==> src/hw/acc_pkg.sv <==
// Package for the acquisition chain compensation block: register map,
// control bit layout, default codes and shared carrier types.
// Assumes a 16-bit register port with a 4-bit word address.
package acc_pkg;

  localparam int ACC_RAW_W = 16;
  localparam int ACC_DATA_W = 16;
  localparam int ACC_ADDR_W = 4;
  localparam int ACC_VI_GAIN_W = 10;
  localparam int ACC_T_GAIN_W = 8;
  localparam int ACC_OFF_W = 8;
  localparam int ACC_TRIM_W = 8;
  localparam int ACC_VI_GSHIFT = 9;
  localparam int ACC_T_GSHIFT = 7;

  // Register word addresses
  localparam logic [ACC_ADDR_W-1:0] ADR_CTRL1 = 4'h0;
  localparam logic [ACC_ADDR_W-1:0] ADR_VGAIN = 4'h1;
  localparam logic [ACC_ADDR_W-1:0] ADR_VOFF = 4'h2;
  localparam logic [ACC_ADDR_W-1:0] ADR_IGAIN = 4'h3;
  localparam logic [ACC_ADDR_W-1:0] ADR_IOFF = 4'h4;
  localparam logic [ACC_ADDR_W-1:0] ADR_TGAIN = 4'h5;
  localparam logic [ACC_ADDR_W-1:0] ADR_TOFF = 4'h6;
  localparam logic [ACC_ADDR_W-1:0] ADR_RCTRIM = 4'h7;
  localparam logic [ACC_ADDR_W-1:0] ADR_LPTRIM = 4'h8;
  localparam logic [ACC_ADDR_W-1:0] ADR_BGA = 4'h9;
  localparam logic [ACC_ADDR_W-1:0] ADR_BGB = 4'hA;
  localparam logic [ACC_ADDR_W-1:0] ADR_VRES = 4'hB;
  localparam logic [ACC_ADDR_W-1:0] ADR_IRES = 4'hC;
  localparam logic [ACC_ADDR_W-1:0] ADR_TRES = 4'hD;
  localparam logic [ACC_ADDR_W-1:0] ADR_STAT = 4'hE;

  // Control register 1: enables in low bits, masks above
  localparam int CH_T = 0;
  localparam int CH_V = 1;
  localparam int CH_I = 2;
  localparam int ACC_NCH = 3;
  localparam int CTRL_MASK_SH = 8;

  // Reset and disabled-compensation codes
  localparam logic [ACC_VI_GAIN_W-1:0] DEF_VI_GAIN = 10'h200;
  localparam logic [ACC_T_GAIN_W-1:0] DEF_T_GAIN = 8'h80;
  localparam logic [ACC_OFF_W-1:0] DEF_OFF = 8'h00;
  localparam logic [ACC_TRIM_W-1:0] DEF_TRIM = 8'h00;
  localparam logic [ACC_NCH-1:0] DEF_CTRL = 3'h0;

  // Startup sequencer
  typedef enum logic [1:0] {
    ST_RESET = 2'b00,
    ST_LOAD = 2'b01,
    ST_DONE = 2'b10
  } acc_start_t;

  // Gain and offset of one voltage or current chain
  typedef struct packed {
    logic [ACC_VI_GAIN_W-1:0] gain;
    logic [ACC_OFF_W-1:0] offset;
  } acc_vi_cfg_t;

  // Gain and offset of the temperature chain
  typedef struct packed {
    logic [ACC_T_GAIN_W-1:0] gain;
    logic [ACC_OFF_W-1:0] offset;
  } acc_t_cfg_t;

endpackage

==> src/hw/acc_chain_comp.sv <==
// Acquisition chain compensation: three chains, masked control register,
// compensation and trim registers, startup load of the RC oscillator trim.
// Assumes converters and the factory trim source run on sys_clk.
//
// The implementer's own choices: strobed register access and the address map.
`timescale 1ns/10ps
module acc_chain_comp import acc_pkg::*; #(
  parameter int RAW_W = ACC_RAW_W
) (
  // Clock and reset
  input wire logic sys_clk,
  input wire logic nrst,
  // Register port
  input wire logic [ACC_ADDR_W-1:0] regAddr,
  input wire logic [ACC_DATA_W-1:0] regWrData,
  input wire logic regWr,
  input wire logic regRd,
  output logic [ACC_DATA_W-1:0] regRdData,
  // Factory RC trim value, stable from reset release
  input wire logic [ACC_TRIM_W-1:0] rcTrimFactory,
  // Raw converter samples
  input wire logic [ACC_NCH-1:0] rawValid,
  input wire logic [RAW_W-1:0] rawCurr,
  input wire logic [RAW_W-1:0] rawVolt,
  input wire logic [RAW_W-1:0] rawTemp,
  // Compensated results
  output logic currValid,
  output logic [RAW_W-1:0] currResult,
  output logic voltValid,
  output logic [RAW_W-1:0] voltResult,
  output logic tempValid,
  output logic [RAW_W-1:0] tempResult,
  // Trim values to the analog blocks, and the startup done flag
  output logic [ACC_TRIM_W-1:0] rcOscTrim,
  output logic [ACC_TRIM_W-1:0] lpOscTrim,
  output logic [ACC_TRIM_W-1:0] bandgapTrimA,
  output logic [ACC_TRIM_W-1:0] bandgapTrimB,
  output logic startupDone
);

  if (RAW_W > ACC_DATA_W || RAW_W < ACC_OFF_W) begin : g_chk
    $error("acc_chain_comp: RAW_W must lie between offset and data widths");
  end

  typedef struct packed {
    logic [ACC_NCH-1:0] ctrl;
    acc_vi_cfg_t volt;
    acc_vi_cfg_t curr;
    acc_t_cfg_t temp;
    logic [ACC_TRIM_W-1:0] rcTrim;
    logic [ACC_TRIM_W-1:0] lpTrim;
    logic [ACC_TRIM_W-1:0] bgA;
    logic [ACC_TRIM_W-1:0] bgB;
    acc_start_t start;
    logic [ACC_DATA_W-1:0] rdData;
  } top_t;

  top_t s_r;
  top_t s_nxt;
  acc_vi_cfg_t voltEff;
  acc_vi_cfg_t currEff;
  acc_t_cfg_t tempEff;

  // Zero-extend a narrow field onto the data bus
  function automatic logic [ACC_DATA_W-1:0] zx(input logic [ACC_DATA_W-1:0] v,
                                               input int w);
    zx = v & ((ACC_DATA_W'(1) << w) - ACC_DATA_W'(1));
  endfunction

  // Masked update of the control bits
  function automatic logic [ACC_NCH-1:0] maskWrite(input logic [ACC_NCH-1:0] cur,
                                                   input logic [ACC_DATA_W-1:0] wd);
    logic [ACC_NCH-1:0] m;
    m = wd[CTRL_MASK_SH +: ACC_NCH];
    maskWrite = (cur & ~m) | (wd[ACC_NCH-1:0] & m);
  endfunction

  // Disabled chains fall back to their default codes
  always_comb begin
    voltEff = s_r.ctrl[CH_V] ? s_r.volt
      : acc_vi_cfg_t'{gain: DEF_VI_GAIN, offset: DEF_OFF};
    currEff = s_r.ctrl[CH_I] ? s_r.curr
      : acc_vi_cfg_t'{gain: DEF_VI_GAIN, offset: DEF_OFF};
    tempEff = s_r.ctrl[CH_T] ? s_r.temp
      : acc_t_cfg_t'{gain: DEF_T_GAIN, offset: DEF_OFF};
  end

  // Register writes, reads and the startup sequencer
  always_comb begin
    s_nxt = s_r;
    s_nxt.rdData = '0;
    case (s_r.start)
      ST_RESET: begin
        s_nxt.start = ST_LOAD;
      end
      ST_LOAD: begin
        s_nxt.rcTrim = rcTrimFactory;
        s_nxt.start = ST_DONE;
      end
      ST_DONE: begin
        s_nxt.start = ST_DONE;
      end
      default: begin
        s_nxt.start = ST_RESET;
      end
    endcase
    if (regWr) begin
      case (regAddr)
        ADR_CTRL1: s_nxt.ctrl = maskWrite(s_r.ctrl, regWrData);
        ADR_VGAIN: s_nxt.volt.gain = regWrData[ACC_VI_GAIN_W-1:0];
        ADR_VOFF: s_nxt.volt.offset = regWrData[ACC_OFF_W-1:0];
        ADR_IGAIN: s_nxt.curr.gain = regWrData[ACC_VI_GAIN_W-1:0];
        ADR_IOFF: s_nxt.curr.offset = regWrData[ACC_OFF_W-1:0];
        ADR_TGAIN: s_nxt.temp.gain = regWrData[ACC_T_GAIN_W-1:0];
        ADR_TOFF: s_nxt.temp.offset = regWrData[ACC_OFF_W-1:0];
        ADR_LPTRIM: s_nxt.lpTrim = regWrData[ACC_TRIM_W-1:0];
        ADR_BGA: s_nxt.bgA = regWrData[ACC_TRIM_W-1:0];
        ADR_BGB: s_nxt.bgB = regWrData[ACC_TRIM_W-1:0];
        default: begin
        end
      endcase
    end
    // Read data stands for one cycle only; unmapped words read zero
    if (regRd) begin
      case (regAddr)
        ADR_CTRL1: s_nxt.rdData = zx(ACC_DATA_W'(s_r.ctrl), ACC_NCH);
        ADR_VGAIN: s_nxt.rdData = zx(ACC_DATA_W'(s_r.volt.gain), ACC_VI_GAIN_W);
        ADR_VOFF: s_nxt.rdData = zx(ACC_DATA_W'(s_r.volt.offset), ACC_OFF_W);
        ADR_IGAIN: s_nxt.rdData = zx(ACC_DATA_W'(s_r.curr.gain), ACC_VI_GAIN_W);
        ADR_IOFF: s_nxt.rdData = zx(ACC_DATA_W'(s_r.curr.offset), ACC_OFF_W);
        ADR_TGAIN: s_nxt.rdData = zx(ACC_DATA_W'(s_r.temp.gain), ACC_T_GAIN_W);
        ADR_TOFF: s_nxt.rdData = zx(ACC_DATA_W'(s_r.temp.offset), ACC_OFF_W);
        ADR_RCTRIM: s_nxt.rdData = zx(ACC_DATA_W'(s_r.rcTrim), ACC_TRIM_W);
        ADR_LPTRIM: s_nxt.rdData = zx(ACC_DATA_W'(s_r.lpTrim), ACC_TRIM_W);
        ADR_BGA: s_nxt.rdData = zx(ACC_DATA_W'(s_r.bgA), ACC_TRIM_W);
        ADR_BGB: s_nxt.rdData = zx(ACC_DATA_W'(s_r.bgB), ACC_TRIM_W);
        ADR_VRES: s_nxt.rdData = ACC_DATA_W'(voltResult);
        ADR_IRES: s_nxt.rdData = ACC_DATA_W'(currResult);
        ADR_TRES: s_nxt.rdData = ACC_DATA_W'(tempResult);
        ADR_STAT: s_nxt.rdData = ACC_DATA_W'(s_r.start == ST_DONE);
        default: s_nxt.rdData = '0;
      endcase
    end
  end

  // Reset values; the RC trim is caught after release, not during reset
  always_ff @(posedge sys_clk) begin
    if (!nrst) begin
      s_r.ctrl <= DEF_CTRL;
      s_r.volt <= '{gain: DEF_VI_GAIN, offset: DEF_OFF};
      s_r.curr <= '{gain: DEF_VI_GAIN, offset: DEF_OFF};
      s_r.temp <= '{gain: DEF_T_GAIN, offset: DEF_OFF};
      s_r.rcTrim <= DEF_TRIM;
      s_r.lpTrim <= DEF_TRIM;
      s_r.bgA <= DEF_TRIM;
      s_r.bgB <= DEF_TRIM;
      s_r.start <= ST_RESET;
      s_r.rdData <= '0;
    end else begin
      s_r <= s_nxt;
    end
  end

  // One stage per chain, each on its own converter
  acc_comp_stage #(.RAW_W(RAW_W), .GW(ACC_VI_GAIN_W), .GSH(ACC_VI_GSHIFT),
                   .OW(ACC_OFF_W)) u_curr (
    .sys_clk(sys_clk),
    .nrst(nrst),
    .inValid(rawValid[CH_I]),
    .rawIn(rawCurr),
    .gain(currEff.gain),
    .offset(currEff.offset),
    .outValid(currValid),
    .result(currResult)
  );

  acc_comp_stage #(.RAW_W(RAW_W), .GW(ACC_VI_GAIN_W), .GSH(ACC_VI_GSHIFT),
                   .OW(ACC_OFF_W)) u_volt (
    .sys_clk(sys_clk),
    .nrst(nrst),
    .inValid(rawValid[CH_V]),
    .rawIn(rawVolt),
    .gain(voltEff.gain),
    .offset(voltEff.offset),
    .outValid(voltValid),
    .result(voltResult)
  );

  acc_comp_stage #(.RAW_W(RAW_W), .GW(ACC_T_GAIN_W), .GSH(ACC_T_GSHIFT),
                   .OW(ACC_OFF_W)) u_temp (
    .sys_clk(sys_clk),
    .nrst(nrst),
    .inValid(rawValid[CH_T]),
    .rawIn(rawTemp),
    .gain(tempEff.gain),
    .offset(tempEff.offset),
    .outValid(tempValid),
    .result(tempResult)
  );

  // Trim outputs straight from the registers
  assign rcOscTrim = s_r.rcTrim;
  assign lpOscTrim = s_r.lpTrim;
  assign bandgapTrimA = s_r.bgA;
  assign bandgapTrimB = s_r.bgB;
  assign startupDone = s_r.start[1]; // Only the done code has the high bit set
  assign regRdData = s_r.rdData;

  property p_rc_load;
    @(posedge sys_clk) disable iff (!nrst)
    s_r.start == ST_LOAD |=> rcOscTrim == $past(rcTrimFactory) && startupDone;
  endproperty
  a_rc_load: assert property (p_rc_load)
    else $error("RC trim not loaded from the factory value");

  property p_start_bound;
    @(posedge sys_clk) disable iff (!nrst)
    !$past(nrst) |-> ##2 startupDone;
  endproperty
  a_start_bound: assert property (p_start_bound)
    else $error("startup load not done two cycles after reset");

  property p_chain_indep;
    @(posedge sys_clk) disable iff (!nrst)
    rawValid[CH_V] && !rawValid[CH_I] |-> ##2 voltValid && !currValid;
  endproperty
  a_chain_indep: assert property (p_chain_indep)
    else $error("voltage and current chains not independent");

  property p_mask_hold;
    @(posedge sys_clk) disable iff (!nrst)
    regWr && regAddr == ADR_CTRL1 && !regWrData[CTRL_MASK_SH + CH_V]
    |=> s_r.ctrl[CH_V] == $past(s_r.ctrl[CH_V]);
  endproperty
  a_mask_hold: assert property (p_mask_hold)
    else $error("unmasked control bit changed");

  property p_temp_comp_enable_set;
    @(posedge sys_clk) disable iff (!nrst)
    regWr && regAddr == ADR_CTRL1 && regWrData[CTRL_MASK_SH + CH_T] && regWrData[CH_T]
    |=> s_r.ctrl[CH_T] ##1 (s_r.ctrl[CH_T] || $past(regWr));
  endproperty
  a_temp_comp_enable_set: assert property (p_temp_comp_enable_set)
    else $error("temperature compensation did not switch on");

  property p_temp_comp_enable_clr;
    @(posedge sys_clk) disable iff (!nrst)
    regWr && regAddr == ADR_CTRL1 && regWrData[CTRL_MASK_SH + CH_T] && !regWrData[CH_T]
    |=> !s_r.ctrl[CH_T] && tempEff.gain == DEF_T_GAIN;
  endproperty
  a_temp_comp_enable_clr: assert property (p_temp_comp_enable_clr)
    else $error("temperature compensation did not switch off");

  property p_volt_default;
    @(posedge sys_clk) disable iff (!nrst)
    !s_r.ctrl[CH_V] |-> voltEff.gain == DEF_VI_GAIN && voltEff.offset == DEF_OFF;
  endproperty
  a_volt_default: assert property (p_volt_default)
    else $error("disabled voltage chain not on default codes");

  property p_reset_codes;
    @(posedge sys_clk) disable iff (!nrst)
    !$past(nrst) |-> s_r.volt.gain == DEF_VI_GAIN && s_r.temp.gain == DEF_T_GAIN
      && s_r.curr.offset == DEF_OFF && s_r.ctrl == DEF_CTRL;
  endproperty
  a_reset_codes: assert property (p_reset_codes)
    else $error("compensation codes not at reset values");

  c_temp_on: cover property (@(posedge sys_clk) disable iff (!nrst) $rose(s_r.ctrl[CH_T]));
  c_volt_comp: cover property (@(posedge sys_clk) disable iff (!nrst)
    voltValid && s_r.ctrl[CH_V]);
  c_started: cover property (@(posedge sys_clk) disable iff (!nrst) $rose(startupDone));

endmodule

==> src/hw/acc_comp_stage.sv <==
// One compensation stage: raw sample times gain code, then offset added.
// Assumes raw samples arrive on sys_clk from the converter's decimator.
`timescale 1ns/10ps
module acc_comp_stage import acc_pkg::*; #(
  parameter int RAW_W = 16,
  parameter int GW = 10,
  parameter int GSH = 9,
  parameter int OW = 8
) (
  // Clock and reset
  input wire logic sys_clk,
  input wire logic nrst,
  // Raw sample and coefficients
  input wire logic inValid,
  input wire logic [RAW_W-1:0] rawIn,
  input wire logic [GW-1:0] gain,
  input wire logic [OW-1:0] offset,
  // Compensated sample
  output logic outValid,
  output logic [RAW_W-1:0] result
);

  localparam int PW = RAW_W + GW + 1;

  if (GSH >= GW || OW > RAW_W || RAW_W < 2) begin : g_chk
    $error("acc_comp_stage: unsupported width parameters");
  end

  typedef struct packed {
    logic v1;
    logic signed [PW-1:0] prod;
    logic signed [PW-1:0] offT;
    logic v2;
    logic [RAW_W-1:0] res;
  } stg_t;

  stg_t s_r;
  stg_t s_nxt;

  // Clamp a wide sum into the signed result range
  function automatic logic [RAW_W-1:0] clampRes(input logic signed [PW:0] v);
    logic signed [PW:0] hi;
    logic signed [PW:0] lo;
    hi = (PW+1)'((2 ** (RAW_W - 1)) - 1);
    lo = -hi - (PW+1)'(1);
    if (v > hi) begin
      clampRes = hi[RAW_W-1:0];
    end else if (v < lo) begin
      clampRes = lo[RAW_W-1:0];
    end else begin
      clampRes = v[RAW_W-1:0];
    end
  endfunction

  // Offset code moved into product scale, so gain never touches it
  function automatic logic signed [PW-1:0] offScale(input logic [OW-1:0] o);
    offScale = $signed({{(PW-OW){o[OW-1]}}, o}) <<< GSH;
  endfunction

  // Two stages: multiply first, add offset second
  always_comb begin
    logic signed [PW:0] sum;
    sum = '0;
    s_nxt = s_r;
    s_nxt.v1 = inValid;
    s_nxt.prod = PW'($signed(rawIn) * $signed({1'b0, gain}));
    s_nxt.offT = offScale(offset);
    sum = (PW+1)'(s_r.prod) + (PW+1)'(s_r.offT);
    s_nxt.v2 = s_r.v1;
    if (s_r.v1) begin
      s_nxt.res = clampRes(sum >>> GSH);
    end
  end

  always_ff @(posedge sys_clk) begin
    if (!nrst) begin
      s_r <= '0;
    end else begin
      s_r <= s_nxt;
    end
  end

  assign outValid = s_r.v2;
  assign result = s_r.res;

  property p_gain_then_off;
    @(posedge sys_clk) disable iff (!nrst)
    inValid |-> ##2 outValid && result == clampRes(
      ((PW+1)'($signed($past(rawIn, 2)) * $signed({1'b0, $past(gain, 2)}))
      + (PW+1)'(offScale($past(offset, 2)))) >>> GSH);
  endproperty
  a_gain_then_off: assert property (p_gain_then_off)
    else $error("stage result does not match gain then offset");

  property p_unity_passes;
    @(posedge sys_clk) disable iff (!nrst)
    inValid && gain == GW'(2 ** GSH) && offset == '0 |-> ##2 result == $past(rawIn, 2);
  endproperty
  a_unity_passes: assert property (p_unity_passes)
    else $error("unity gain and zero offset altered the sample");

  property p_off_gain_free;
    @(posedge sys_clk) disable iff (!nrst)
    $changed(gain) && $stable(offset) |=> $stable(s_r.offT);
  endproperty
  a_off_gain_free: assert property (p_off_gain_free)
    else $error("offset term moved with the gain code");

endmodule

==> config.mk <==
export PLATFORM = sky130hd
export DESIGN_NAME = acc_chain_comp
export DESIGN_NICKNAME = d
export VERILOG_FILES = /design/src/hw/acc_pkg.sv /design/src/hw/acc_chain_comp.sv /design/src/hw/acc_comp_stage.sv
export SDC_FILE = /design/constraint.sdc
export NUM_CORES = 2
export LEC_CHECK = 0
export ABC_CLOCK_PERIOD_IN_PS = 9150
export BUFFER_PORTS_ARGS = -buffer_cell sky130_fd_sc_hd__buf_4
export CAP_MARGIN = 20
export CELL_PAD_IN_SITES_DETAIL_PLACEMENT = 1
export CELL_PAD_IN_SITES_GLOBAL_PLACEMENT = 1
export CORE_MARGIN = 5
export CORE_UTILIZATION = 49
export DETAILED_ROUTE_END_ITERATION = 8
export PLACE_DENSITY = 0.92
export SLEW_MARGIN = 20
export SYNTH_ARGS = -nofsm -noshare
export SYNTH_HDL_FRONTEND = slang
export SYNTH_HIERARCHICAL = 1
export SYNTH_SLANG_ARGS = --single-unit
==> constraint.sdc <==
create_clock -name sys_clk -period 9.15 [get_ports sys_clk]
set_clock_uncertainty 0.2 [all_clocks]
set_input_delay 1.83 -clock sys_clk [delete_from_list [all_inputs] [get_ports sys_clk]]
set_output_delay 1.83 -clock sys_clk [all_outputs]
set_load 0.02 [all_outputs]
==> flow_summary.toml <==
[run_status]
status = "complete, no violations"

[pwr]
p_leak_nw = 15.15
peakVddDrop_mv = 0.1339
powerDensity_nw_per_um2 = 86.67
power_mw = 2.691

[logic_synthesis]
ys_ff_latch = 237
yosys_warnings = 6
synth-seq-area-share_pct = 16.22
synthCells = 3252
synthesis.nets = 3946
synthDistinctLibCells = 111
netlist_area_um2 = 29250
synth-edff-count = 0
synth_async_sr_flop_share_pct = 0
syn-mean-instance-area_um2 = 8.994
synth_ff_type = "dfxtp_1"

[route]
ant_nets = 0
drtPass1Iterations = 5
vias = 23260
finalWirelength_mm = 95.12
drc = 0
routedWlPerCell_um = 23.65
viasPerCell = 5.783
drt_iter0_markers = 1766

[worst_hold_path]
hold_class = "reg -> reg"

[global_route]
grt_pass1_vias = 26160
grt_first_pass_wirelength_mm = 148.1
grt_max_degree = 77
overflow = 0
track_usage_pct = 28.93
antenna_found_initial = 6

[sta]
worstMarginPinSlew_ns = 0.9635
slew_viol_final = 0
finalCritPeriodShare_pct = 79.12
period_minus_slack_ns = 7.240
whs_ns = 0.3431
timing.final.ws_setup_ns = 1.910
max_freq_mhz = 138.1
relSlewSlack_pct = 35.77
finalHoldViolations = 0
setup_tns_ns = 0
grt_setup_unrepaired = "false"
setup_violations = 0

[critical_path]
arrival_ns = 7.48
worstPathRequired_ns = 9.39
cp_max_fo = 20
worst_path_max_delay_cell = "and2_1"
critical_path.max_stage_delay_ns = 0.81
worstSetupEndpointType = "register"
start_kind = "register"
crit_family = "adder cells"
crit_buf_inv = 3
crit_type = "reg -> reg"
crit_chain = "and2_1 > nand2_1 > fa_1 > inv_1 > fa_1 > fa_1 > fa_1 > inv_1 > fa_1 > inv_1 > ha_1 > nand3_1 > a211oi_1 > nand3_1 > a221oi_2 > or3_1 > and3_1 > or2_4 > nand2_2 > nor3b_2"
crit_top_cell = "fa_1"

[floorplan]
die_w_um = 254.3
rows = 89
io_pins = 183
initial_core_util_pct = 49.47
die_h_um = 254.3
core_area_um2 = 59130
die_area_um2 = 64680

[finish]
multi_input_area_um2 = 20920
layout.cells.non_filler = 4022
seq_area_um2 = 4745
fin_area_um2 = 31050
drive_gt1_share_pct = 10.66
utilization_pct = 52.51
syn2layout_area_growth_pct = 6.164
nFillCells = 6871
nets = 3919

[placed_design]
io_buffers = 177
dpl.cell_count = 3969
dp_hpwl_mm = 74.61
post-place-ws_ns = 1.724
placed_cell_area_um2 = 30130
gp_congestion = 0.9396

[clock_network]
cts_tree = "yes"
clk_pin_slew_worst_paths_ns = 0.06
cts_htree_levels = 1
insertion_delay_ns = 0.58
postCtsHoldBufs = 0
cts.sinks = 237
cts_resized = 0
cts_setup_buffers = 0
root_buffer = "clkbuf_16"
clk_path_buf_depth = 3
cts_made_buffers = 27

[job]
drv_cap = 0
cells by family (layout without fill, tap and decap cells):
| logic type | after synthesis | in the layout | share of synthesized area [%] |
|---|---|---|---|
| adders and majority gates | 611 | 611 | 36.20 |
| buffers and inverters | 808 | 802 | 12.26 |
| muxes | 111 | 111 | 3.923 |
| DFF | 237 | 237 | 16.22 |
| other | 0 | 3 | 0 |
| and+or+nand+nor | 964 | 964 | 17.73 |
| xor gates and xnor gates | 91 | 91 | 2.725 |
| AOI/OAI and AO/OA | 430 | 430 | 10.95 |
power by group:
group          internal (mW)  total, mW  switching (mW)
clock                  0.632       1.12           0.492
sequential              1.07       1.12          0.0490
combinational          0.172      0.449           0.277
total                   1.87       2.69           0.818
metal layers:
layer  share of wire [%]  routed length [um]  vias to the layer above  global-route usage, %
li1                    -                   -                    10130                      -
met1                  39               37080                    11960                  34.98
met2                  50               47190                      880                  50.89
met3                 6.5                6149                      291                  5.364
met4                 4.9                4666                        6                  12.01
met5               0.043                  41                        -                      0
synthesized netlist by cell type, drive strengths merged, types with 20 or more instances:
cell / number / area, um2
xnor2: 65 / 569.3
a31oi: 21 / 146.4
and2: 326 / 2044
o21ai: 84 / 424.2
nand2: 309 / 1187
a22oi: 26 / 210.2
a21o: 32 / 245.2
buf: 140 / 1042
mux2i: 94 / 940.9
xor2: 26 / 227.7
a21oi: 109 / 643.1
ha: 219 / 2740
nor3: 20 / 100.1
and3: 21 / 131.4
nand3: 35 / 185.2
fa: 392 / 7848
a22o: 22 / 192.7
nor2b: 111 / 706.9
clkbuf: 95 / 376.6
dfxtp: 237 / 4745
nor2: 67 / 256.5
inv: 571 / 2143
sequential cells by signal, summed over array words and instances, names as in the netlist, 8 cells and up, named ones only:
name,cells
bandgapTrimA,8
bandgapTrimB,8
lpOscTrim,8
rcOscTrim,8
regRdData,16
s_r,53
u_curr/result,16
u_curr/s_r,26
u_temp/result,16
u_temp/s_r,26
u_volt/result,16
u_volt/s_r,26
final timing paths:
| check | startpoint | end | slack (ns) | cells past startpoint |
|---|---|---|---|---|
| min reg2reg | bandgapTrimB[2] | bandgapTrimB[2] | 0.34 | 2 |
| max | register | u_volt/s_r[66] | 1.91 | 20 |
| max reg2reg | register | u_volt/s_r[66] | 1.91 | 20 |
| min | bandgapTrimB[2] | bandgapTrimB[2] | 0.34 | 2 |
cell usage in the layout, fill, tap and decap left out, types with 6 or more instances in the layout:
cell type,instances
nand2b_1,10
clkinv_2,6
clkbuf_8,7
a211oi_2,6
dfxtp_1,237
o21ai_1,17
nor2_1,65
o211ai_1,10
o21bai_1,10
o21a_1,18
fa_1,392
nor2b_1,107
a21oi_1,83
mux2_2,15
nand3b_1,10
xor2_1,26
mux2i_1,94
or3_1,7
o21ai_0,66
and3_1,21
a211oi_1,9
nor3_1,20
ha_1,219
a21o_1,28
a22oi_1,23
a21oi_2,26
o31ai_1,6
nand2_2,11
clkbuf_16,27
buf_4,180
nand2_1,298
a22o_1,22
inv_1,571
a31oi_1,20
and2_1,323
nor3b_1,6
xnor2_1,65
nand4_1,15
nand3_1,33
worst register-to-register path: stages (launching register included):
cell and delay (ns):
dfxtp_1 0.77, and2_1 0.81, nand2_1 0.22, fa_1 0.59, inv_1 0.09, fa_1 0.55
fa_1 0.44, fa_1 0.49, inv_1 0.05, fa_1 0.48, inv_1 0.05, ha_1 0.38
nand3_1 0.11, a211oi_1 0.31, nand3_1 0.17, a221oi_2 0.53, or3_1 0.24, and3_1 0.23
or2_4 0.16, nand2_2 0.07, nor3b_2 0.16
layout make-up:
| cell class | count | share of cell area (%) |
|---|---|---|
| Clock buffer | 35 | 2.498 |
| Inverter | 572 | 6.914 |
| Sequential cell | 237 | 15.28 |
| Tap cell | 773 | 3.115 |
| Clock inverter | 15 | 0.4392 |
| Antenna cell | 3 | 0.02418 |
| Multi-Input combinational cell | 2207 | 67.38 |
| Timing Repair Buffer | 180 | 4.352 |
Power figures use the tool's default switching activity.
